<file path="src/design/tpo_pkg.sv">
// Shared constants and types of the time-proportioning output block
package tpo_pkg;
   // ********************************
   // Timing
   // ********************************
   localparam int CLOCK_MHZ = 200;
   localparam int TICK_MS = 10;
   localparam int TICK_CYCLES = TICK_MS * 1000 * CLOCK_MHZ;
   localparam int TIME_W = 24;
   localparam int DEMAND_W = 7;
   localparam int PERIOD_W = 10;
   localparam int PULSE_W = 14;
   localparam int TICKS_PER_S = 1000 / TICK_MS;
   localparam int PERIOD_MAX_S = 600;
   localparam int MIN_RELAY_MS = 1000;
   localparam int MIN_LOGIC_MS = 50;
   localparam logic [TIME_W-1:0] MIN_RELAY_TICKS =
      TIME_W'((MIN_RELAY_MS + TICK_MS - 1) / TICK_MS);
   localparam logic [TIME_W-1:0] MIN_LOGIC_TICKS =
      TIME_W'((MIN_LOGIC_MS + TICK_MS - 1) / TICK_MS);
   localparam logic [TIME_W-1:0] PULSE_MAX_TICKS = 24'h003A98;
   localparam logic [DEMAND_W-1:0] DEMAND_FULL = 7'h64;
   localparam logic [DEMAND_W-1:0] DEMAND_HALF = 7'h32;
   localparam int RIPPLE_FACTOR = 4;
   // ********************************
   // Register map (byte offsets)
   // ********************************
   localparam logic [3:0] ADDR_CTRL = 4'h0;
   localparam logic [3:0] ADDR_PULSE = 4'h4;
   localparam logic [3:0] ADDR_DEMAND = 4'h8;
   localparam logic [3:0] ADDR_STATUS = 4'hC;
   localparam int CTRL_POL_BIT = 16;
   localparam int CTRL_LOGIC_BIT = 17;
   localparam int CTRL_OUT_BIT = 18;
   localparam int STAT_DRIVE_BIT = 0;
   localparam int STAT_PIN_BIT = 1;
   localparam int STAT_INPUT_BIT = 2;
   localparam int STAT_RIPPLE_BIT = 3;
   localparam int STAT_PERIOD_LSB = 8;
   localparam logic [PERIOD_W-1:0] PERIOD_RST = 10'h000;
   localparam logic [PULSE_W-1:0] PULSE_RST = 14'h0000;
   localparam logic [DEMAND_W-1:0] DEMAND_RST = 7'h00;
   // ********************************
   // Cycle sequencer states
   // ********************************
   typedef enum logic [1:0] {
      S_IDLE = 2'b00,
      S_DIV_A = 2'b01,
      S_DIV_B = 2'b11,
      S_RUN = 2'b10
   } tpo_state_t;
endpackage

</file>
<file path="src/design/tpo_div.sv">
// Serial restoring divider used to plan each output cycle
`timescale 1ns/10ps
module tpo_div #(
   parameter int W = 24,
   parameter int DW = 7
) (
   input wire logic clock,
   input wire logic resetn,
   input wire logic start,
   input wire logic [W-1:0] num,
   input wire logic [DW-1:0] den,
   output logic done,
   output logic [W-1:0] quot
);
   localparam int CW = $clog2(W + 1);

   generate
      if (DW < 1 || W < DW) begin : g_bad
         $error("tpo_div: unsupported widths");
      end
   endgenerate

   typedef struct packed {
      logic [W-1:0] quo;
      logic [DW:0] rem;
      logic [DW-1:0] den;
      logic [CW-1:0] cnt;
      logic busy;
      logic done;
   } tpo_div_t;

   tpo_div_t st;
   tpo_div_t next_st;
   logic [DW:0] trial;

   always_comb begin
      next_st = st;
      next_st.done = 1'b0;
      trial = {st.rem[DW-1:0], st.quo[W-1]};
      if (st.busy) begin
         // A zero divisor yields all ones and still finishes
         if (trial >= {1'b0, st.den}) begin
            next_st.rem = trial - {1'b0, st.den};
            next_st.quo = {st.quo[W-2:0], 1'b1};
         end else begin
            next_st.rem = trial;
            next_st.quo = {st.quo[W-2:0], 1'b0};
         end
         next_st.cnt = st.cnt - 1'b1;
         if (st.cnt == CW'(1)) begin
            next_st.busy = 1'b0;
            next_st.done = 1'b1;
         end
      end else if (start) begin
         next_st.quo = num;
         next_st.rem = '0;
         next_st.den = den;
         next_st.cnt = CW'(W);
         next_st.busy = 1'b1;
      end
   end

   always_ff @(posedge clock or negedge resetn) begin
      if (!resetn) begin
         st <= '0;
      end else begin
         st <= next_st;
      end
   end

   assign done = st.done;
   assign quot = st.quo;
endmodule

</file>
<file path="src/design/tpo_output.sv">
// Time-proportioning output generator with Avalon-MM register slave
`timescale 1ns/10ps
// Function
// - Cycle-time setting spans 0 to 600 s; 0 selects automatic mode.
// - Setting 0 runs constant ripple, period recomputed from demand every cycle.
// - In constant ripple, half demand gives period of four least pulses.
// - In constant ripple, period grows as demand moves away from half.
// - Nonzero setting holds the period at the set value for steady demand.
// - Constant period stretches only enough to keep both pulses above least pulse.
// - Normal polarity: output off when the demand is off.
// - Inverted polarity: output off while the drive condition is active.
// - Digital input with normal polarity is active on a high pin.
// - Digital input with inverted polarity is active on a low pin.
// - Least pulse spaces every switching event; auto is 1 s relay, 0.05 s logic.
module tpo_output
   import tpo_pkg::*;
#(
   parameter int TICK_CYCLES = tpo_pkg::TICK_CYCLES
) (
   input wire logic clock,
   input wire logic resetn,
   input wire logic [3:0] address,
   input wire logic read,
   input wire logic write,
   input wire logic [31:0] writedata,
   output logic [31:0] readdata,
   output logic waitrequest,
   input wire logic pin_in,
   output logic pin_out,
   output logic pin_oe,
   output logic input_active
);
   import tpo_pkg::*;

   generate
      if (TICK_CYCLES < 1) begin : g_bad
         $error("tpo_output: TICK_CYCLES must be at least 1");
      end
   endgenerate

   // ********************************
   // State
   // ********************************
   typedef struct packed {
      logic [PERIOD_W-1:0] period_s;
      logic pol;
      logic hw_logic;
      logic is_out;
      logic [PULSE_W-1:0] pulse_set;
      logic [DEMAND_W-1:0] demand;
      logic [31:0] tick_cnt;
      tpo_state_t fsm;
      logic kick;
      logic ripple_l;
      logic [DEMAND_W-1:0] d_l;
      logic [TIME_W-1:0] t_l;
      logic [TIME_W-1:0] m_l;
      logic [TIME_W-1:0] qa;
      logic [TIME_W-1:0] on_t;
      logic [TIME_W-1:0] off_t;
      logic [TIME_W-1:0] phase_cnt;
      logic phase_on;
      logic drive;
      logic pin_out;
      logic pin_oe;
      logic input_active;
      logic waitrequest;
      logic [31:0] readdata;
   } tpo_regs_t;

   tpo_regs_t st;
   tpo_regs_t next_st;

   logic tick;
   logic div_done;
   logic [TIME_W-1:0] div_quot;
   logic [TIME_W-1:0] div_num;
   logic [DEMAND_W-1:0] div_den;
   logic [DEMAND_W-1:0] rest;
   logic [TIME_W-1:0] m_eff;
   logic [TIME_W-1:0] off_c;

   function automatic logic [TIME_W-1:0] mul(input logic [TIME_W-1:0] a,
                                             input logic [DEMAND_W-1:0] b);
      mul = TIME_W'(a * {{(TIME_W - DEMAND_W){1'b0}}, b});
   endfunction

   // Auto or clipped least pulse, in ticks
   function automatic logic [TIME_W-1:0] least_pulse(input logic [PULSE_W-1:0] set,
                                                     input logic logic_hw);
      logic [TIME_W-1:0] floor_t;
      logic [TIME_W-1:0] v;
      floor_t = logic_hw ? MIN_LOGIC_TICKS : MIN_RELAY_TICKS;
      v = {{(TIME_W - PULSE_W){1'b0}}, set};
      if (set == '0 || v < floor_t) begin
         least_pulse = floor_t;
      end else if (v > PULSE_MAX_TICKS) begin
         least_pulse = PULSE_MAX_TICKS;
      end else begin
         least_pulse = v;
      end
   endfunction

   tpo_div #(
      .W(TIME_W),
      .DW(DEMAND_W)
   ) u_div (
      .clock(clock),
      .resetn(resetn),
      .start(st.kick),
      .num(div_num),
      .den(div_den),
      .done(div_done),
      .quot(div_quot)
   );

   // ********************************
   // Combinational next state
   // ********************************
   always_comb begin
      next_st = st;
      next_st.kick = 1'b0;
      tick = (st.tick_cnt == 32'(TICK_CYCLES - 1));
      next_st.tick_cnt = tick ? 32'h0 : st.tick_cnt + 32'h1;
      rest = DEMAND_FULL - st.d_l;
      m_eff = least_pulse(st.pulse_set, st.hw_logic);
      off_c = st.t_l - st.qa;

      // Divider operands per planning step
      if (st.fsm == S_DIV_A) begin
         if (st.ripple_l) begin
            div_num = mul(st.m_l, DEMAND_FULL);
            div_den = rest;
         end else begin
            div_num = mul(st.t_l, st.d_l);
            div_den = DEMAND_FULL;
         end
      end else begin
         if (st.ripple_l) begin
            div_num = mul(st.m_l, DEMAND_FULL);
            div_den = st.d_l;
         end else if (st.d_l < DEMAND_HALF) begin
            div_num = mul(st.m_l, rest);
            div_den = st.d_l;
         end else begin
            div_num = mul(st.m_l, st.d_l);
            div_den = rest;
         end
      end

      // Avalon slave: one wait cycle, answer on the next edge
      next_st.waitrequest = !((read || write) && st.waitrequest);
      if (read && st.waitrequest) begin
         next_st.readdata = 32'h0;
         case (address)
            ADDR_CTRL: begin
               next_st.readdata[PERIOD_W-1:0] = st.period_s;
               next_st.readdata[CTRL_POL_BIT] = st.pol;
               next_st.readdata[CTRL_LOGIC_BIT] = st.hw_logic;
               next_st.readdata[CTRL_OUT_BIT] = st.is_out;
            end
            ADDR_PULSE: next_st.readdata[PULSE_W-1:0] = st.pulse_set;
            ADDR_DEMAND: next_st.readdata[DEMAND_W-1:0] = st.demand;
            ADDR_STATUS: begin
               next_st.readdata[STAT_DRIVE_BIT] = st.drive;
               next_st.readdata[STAT_PIN_BIT] = st.pin_out;
               next_st.readdata[STAT_INPUT_BIT] = st.input_active;
               next_st.readdata[STAT_RIPPLE_BIT] = st.ripple_l;
               next_st.readdata[STAT_PERIOD_LSB +: TIME_W] = st.on_t + st.off_t;
            end
            default: next_st.readdata = 32'h0;
         endcase
      end
      if (write && !st.waitrequest) begin
         case (address)
            ADDR_CTRL: begin
               // Out-of-range settings saturate at the top of the range
               if (writedata[PERIOD_W-1:0] > PERIOD_W'(PERIOD_MAX_S)) begin
                  next_st.period_s = PERIOD_W'(PERIOD_MAX_S);
               end else begin
                  next_st.period_s = writedata[PERIOD_W-1:0];
               end
               next_st.pol = writedata[CTRL_POL_BIT];
               next_st.hw_logic = writedata[CTRL_LOGIC_BIT];
               next_st.is_out = writedata[CTRL_OUT_BIT];
            end
            ADDR_PULSE: next_st.pulse_set = writedata[PULSE_W-1:0];
            ADDR_DEMAND: begin
               if (writedata[DEMAND_W-1:0] > DEMAND_FULL) begin
                  next_st.demand = DEMAND_FULL;
               end else begin
                  next_st.demand = writedata[DEMAND_W-1:0];
               end
            end
            default: next_st.demand = st.demand;
         endcase
      end

      // Cycle planner; period, least pulse and demand are sampled once per output cycle
      case (st.fsm)
         S_IDLE: begin
            next_st.ripple_l = (st.period_s == '0);
            next_st.t_l = mul({{(TIME_W - PERIOD_W){1'b0}}, st.period_s},
                              DEMAND_W'(TICKS_PER_S));
            next_st.m_l = m_eff;
            next_st.d_l = st.demand;
            next_st.kick = 1'b1;
            next_st.fsm = S_DIV_A;
         end
         S_DIV_A: begin
            if (div_done) begin
               next_st.qa = div_quot;
               next_st.kick = 1'b1;
               next_st.fsm = S_DIV_B;
            end
         end
         S_DIV_B: begin
            if (div_done) begin
               if (st.d_l == '0) begin
                  // Rest at off; recheck after one least pulse
                  next_st.on_t = '0;
                  next_st.off_t = st.m_l;
               end else if (st.d_l >= DEMAND_FULL) begin
                  next_st.on_t = st.m_l;
                  next_st.off_t = '0;
               end else if (st.ripple_l) begin
                  // on = m/(1-p), off = m/p: equal ripple at any demand
                  next_st.on_t = st.qa;
                  next_st.off_t = div_quot;
               end else if (st.d_l < DEMAND_HALF) begin
                  if (st.qa < st.m_l) begin
                     next_st.on_t = st.m_l;
                     next_st.off_t = div_quot;
                  end else begin
                     next_st.on_t = st.qa;
                     next_st.off_t = off_c;
                  end
               end else begin
                  if (off_c < st.m_l) begin
                     next_st.on_t = div_quot;
                     next_st.off_t = st.m_l;
                  end else begin
                     next_st.on_t = st.qa;
                     next_st.off_t = off_c;
                  end
               end
               if (st.d_l == '0) begin
                  next_st.phase_on = 1'b0;
                  next_st.phase_cnt = st.m_l;
                  next_st.drive = 1'b0;
               end else begin
                  next_st.phase_on = 1'b1;
                  next_st.phase_cnt = (st.d_l >= DEMAND_FULL) ? st.m_l :
                     (st.ripple_l ? st.qa :
                      ((st.d_l < DEMAND_HALF) ?
                       ((st.qa < st.m_l) ? st.m_l : st.qa) :
                       ((off_c < st.m_l) ? div_quot : st.qa)));
                  next_st.drive = 1'b1;
               end
               // Tick restarts here, so the first pulse is never cut short
               next_st.tick_cnt = '0;
               next_st.fsm = S_RUN;
            end
         end
         S_RUN: begin
            if (tick) begin
               if (st.phase_cnt > TIME_W'(1)) begin
                  next_st.phase_cnt = st.phase_cnt - TIME_W'(1);
               end else if (st.phase_on && st.off_t != '0) begin
                  next_st.phase_on = 1'b0;
                  next_st.phase_cnt = st.off_t;
                  next_st.drive = 1'b0;
               end else begin
                  next_st.fsm = S_IDLE;
               end
            end
         end
         default: next_st.fsm = S_IDLE;
      endcase

      // Pin: output drive with polarity, or sensed input
      next_st.pin_oe = st.is_out;
      next_st.pin_out = st.is_out & (st.drive ^ st.pol);
      next_st.input_active = !st.is_out & (pin_in ^ st.pol);
   end

   always_ff @(posedge clock or negedge resetn) begin
      if (!resetn) begin
         st <= '0;
         st.period_s <= PERIOD_RST;
         st.pulse_set <= PULSE_RST;
         st.demand <= DEMAND_RST;
         st.fsm <= S_IDLE;
         st.waitrequest <= 1'b1;
      end else begin
         st <= next_st;
      end
   end

   assign readdata = st.readdata;
   assign waitrequest = st.waitrequest;
   assign pin_out = st.pin_out;
   assign pin_oe = st.pin_oe;
   assign input_active = st.input_active;

   logic [TIME_W-1:0] gap;
   logic plan_done;
   assign plan_done = (st.fsm == S_DIV_B) && div_done;

   always_ff @(posedge clock or negedge resetn) begin
      if (!resetn) begin
         gap <= '1;
      end else if (st.drive != next_st.drive) begin
         gap <= '0;
      end else if (tick && gap != '1) begin
         gap <= gap + TIME_W'(1);
      end
   end
endmodule

</file>
<file path="config.mk">
export PLATFORM = sky130hd
export DESIGN_NAME = tpo_output
export DESIGN_NICKNAME = d
export VERILOG_FILES = /design/src/design/tpo_pkg.sv /design/src/design/tpo_div.sv /design/src/design/tpo_output.sv
export SDC_FILE = /design/constraint.sdc
export NUM_CORES = 2
export LEC_CHECK = 0
export BUFFER_PORTS_ARGS = -buffer_cell sky130_fd_sc_hd__buf_2
export CAP_MARGIN = 0
export CORE_AREA = 2 2 318 320
export DETAILED_ROUTE_END_ITERATION = 8
export DIE_AREA = 0 0 320 322
export PLACE_DENSITY = 0.55
export SLEW_MARGIN = 20
export SYNTH_ARGS = -nofsm -noshare
export SYNTH_HDL_FRONTEND = slang
export SYNTH_SLANG_ARGS = --single-unit
</file>
<file path="constraint.sdc">
create_clock -name clock -period 9.4 [get_ports clock]
set_clock_uncertainty 0.2 [all_clocks]
set_input_delay 0.47 -clock clock [delete_from_list [all_inputs] [get_ports clock]]
set_output_delay 0.47 -clock clock [all_outputs]
set_load 0.01 [all_outputs]
</file>
==> run_results.csv <==
group,metric,value,unit
clock_network,htreeDepth,2,
timing,fin_crit_sh,0.8165,
logic_synthesis,synthArstFlopShare,1.000,
pwr,power,5.089,mW
clock_network,cts_tree,"yes",
pwr,p_per_area,157.2,nW/um2
logic_synthesis,synth_cell_types,84,
place,hpwl,71410,um
logic_synthesis,synth.avg_cell_area,8.508,um2
die,ios,77,
place,placed_area,31070,um2
global_route,grt_overflow_total,0,
logic_synthesis,yosysSeqAreaShare,0.2400,
worst_setup_path,crit_start,"st[183]",
die,die-area,103000,um2
min_path,hold_path_depth,2,
detailed_routing,drt_pre_antenna_iters,6,
clock_network,cts_buffer_depth,3,
place,io_buffers,61,
clock_network,root_buffer,"clkbuf_16",
cells_and_area,drive_gt1_frac,0.07153,
timing,rsz0062_at_grt,"no",
logic_synthesis,synthesis.nets,4013,
status,status,"finished, final reports clean",
worst_setup_path,cp_max_fo,31,
timing,tightest_slew,1139,ps
detailed_routing,vias,25350,
die,dieWidth,320,um
logic_synthesis,ys_warn_count,0,
worst_setup_path,critical_path_class,"reg2reg",
clock_network,clock_sink_count,284,
die,die_y,322,um
logic_synthesis,synth-seq-cells,284,
job,max_cap_violations,0,
pwr,vdd_drop_max,121.0,uV
timing,hold_viol,0,
worst_setup_path,crit_path_end_kind,"flop",
global_route,grt_pass1_wl,146900,um
detailed_routing,avgRoutedWirePerCell,19.64,um
timing,final_max_slew_viol_count,0,
worst_setup_path,worstSetupPathDepth,23,
cells_and_area,stdcell_area,32380,um2
place,gp_congestion,0.9195,
timing,period_needed,7675,ps
pwr,p_leak,16.03,nW
global_route,antenna_found_initial,7,
detailed_routing,route.detailed.drc,0,
timing,clock.fmax,130.3,MHz
min_path,hold_start,"writedata[1]",
detailed_routing,antenna_left,0,
timing,setup-violations-final,0,
timing,postLayoutSetupSlackWorst,1725,ps
worst_setup_path,cp_slowest_cell,"a2111oi_1",
detailed_routing,drt-vias-per-instance,5.317,
cells_and_area,syn_to_final_growth,9.325,%
worst_setup_path,cpPeakStageDelay,1000,ps
worst_setup_path,cp-start-kind,"flop",
worst_setup_path,reg2reg_from,"st[183]",
worst_setup_path,crit_arrival,7930,ps
global_route,grt_max_degree,89,
global_route,grt_pass1_vias,24820,
clock_network,clock_latency,560,ps
worst_setup_path,reg2reg_depth,23,
global_route,grtUsageTotal,0.1810,
worst_setup_path,required,9660,ps
min_path,hold_path.class,"in2reg",
clock_network,path_clk_slew,50,ps
die,core-area,99570,um2
place,place_worst_setup_slack,1912,ps
clock_network,numCtsBuffers,37,
worst_setup_path,worstPathCellList,"buf_4 > inv_1 > ha_1 > inv_1 > a21oi_1 > xnor2_1 > and2_1 > fa_1 > fa_1 > fa_1 > inv_1 > fa_1 > inv_1 > ha_1 > a21o_1 > nor3_1 > o21ai_0 > a21oi_1 > xnor2_1 > nor3_1 > a2111oi_1 > o22ai_1 > o21ai_0",
detailed_routing,finalWirelength,93630,um
logic_synthesis,netlist_area,29610,um2
detailed_routing,drt_iter0_drc,1880,
clock_network,cts_resized,0,
logic_synthesis,synth_edf_count,0,
timing,setup_tns,0,ps
logic_synthesis,postSynthCellCount,3481,
worst_setup_path,crit_buf_inv,5,
cells_and_area,final_net_count,3974,
logic_synthesis,synthFlopType,"dfrtp_1",
timing,slew_headroom,0.2388,
worst_setup_path,crit_family,"adder cells",
die,placementRows,116,
die,start_util,0.2974,
[report_power, final]
part	internal, mW	switching (mW)	leakage [nW]
clock network	0.793	0.559	0.558
registers	1.34	0.250	3.68
logic	0.868	1.28	11.8
total	3.00	2.09	16.0
[cell usage in the layout, fill, tap and decap left out, types with 17 or more instances in the layout]
| cell | count |
|---|---|
| xnor2_1 | 92 |
| nand3_1 | 58 |
| buf_2 | 60 |
| nand4_1 | 30 |
| nor3_1 | 68 |
| a211oi_1 | 22 |
| mux2_2 | 40 |
| ha_1 | 293 |
| nor4_1 | 28 |
| nand2_1 | 453 |
| o21a_1 | 27 |
| clkbuf_16 | 37 |
| o21ai_0 | 211 |
| a31oi_1 | 37 |
| mux2i_1 | 27 |
| fa_1 | 198 |
| a21o_1 | 61 |
| a22o_1 | 24 |
| nand2b_1 | 19 |
| buf_4 | 51 |
| inv_1 | 366 |
| nor2b_1 | 20 |
| dfrtp_1 | 282 |
| o31ai_1 | 29 |
| and2_1 | 91 |
| and3_1 | 17 |
| o221ai_1 | 19 |
| o21bai_1 | 17 |
| xor2_1 | 63 |
| a21oi_1 | 182 |
| nor2_1 | 227 |
[synth_stat cells (all sizes together) (16+ instances only)]
cell type,count,area [um2]
o21bai,17,127.6
clkbuf,154,578.1
nor2,229,859.6
and2,91,569.3
a21o,61,457.9
nand3,58,290.3
a22o,24,210.2
xnor2,92,805.8
ha,293,3666
o21ai,219,1096
nand4,31,200.2
mux2,40,450.4
nand2,455,1708
and3,17,106.4
nor3,69,356.6
a21oi,184,920.9
buf,52,340.3
a211oi,24,190.2
nor4,30,209.0
o31ai,30,225.2
xor2,63,551.8
o211ai,16,125.1
a31oi,37,231.5
fa,198,3964
nor2b,21,131.4
o21a,27,202.7
nand2b,19,118.9
dfrtp,283,7082
o221ai,19,166.4
inv,366,1374
mux2i,27,270.3
[through the flow]
step           utilization  instances  hold WS [ps]
6_report            0.3252       4767         26.59
4_1_cts             0.3251       4765        0.5677
5_1_grt             0.3251       4765         38.52
3_3_place_gp        0.3120       4685         261.3
3_5_place_dp        0.3121       4685         261.9
2_1_floorplan            -       3481        -25.59
[sequential cells by signal, indices dropped and copies added (netlist names)]
name and count:
u_div.done 1, st 202, pin_out 1, input_active 1, readdata 32, u_div.st 20, pin_oe 1, next_st 1
waitrequest 1, u_div.quot 24
[routing by layer]
layer	up-vias	global-route usage	wire length (um)
met5	-	0	27
met4	4	0.05895	3034
met3	146	0.01805	5388
met2	711	0.3008	43780
met1	12620	0.2465	41400
li1	11860	-	-
[final cells by class]
| type | count | area, um2 |
|---|---|---|
| Clock buffer | 51 | 1028 |
| Antenna cell | 2 | 5.005 |
| Multi-Input combinational cell | 2625 | 20270 |
| Inverter | 366 | 1374 |
| Fill cell | 10480 | 67190 |
| Tap cell | 1298 | 1624 |
| Timing Repair Buffer | 128 | 858.3 |
| Clock inverter | 13 | 106.4 |
| Sequential cell | 284 | 7109 |
[timing repair]
item                                   in CTS  in global routing
endpoints found under the hold margin     100                  0
hold buffers                               16                  0
setup buffers                               0                  0
[worst paths after layout]
kind                                  end  slack (ps)
max                        u_div.quot[11]        1730
min                               st[226]          30
max reg2reg                u_div.quot[11]        1730
min reg2reg                        pin_oe         260
max in group asynchronous         st[189]        7200
min in group asynchronous    readdata[24]         290
[kinds of logic after synthesis]
logic type               synth area share
multiplexers                      0.02510
adder cells (fa/ha/maj)            0.2576
flip-flops                         0.2400
AND/OR/NAND/NOR                    0.1700
buffers and inverters             0.07740
AO/OA/AOI/OAI                      0.1840
XOR/XNOR                          0.04584
Power figures use the tool's default switching activity.
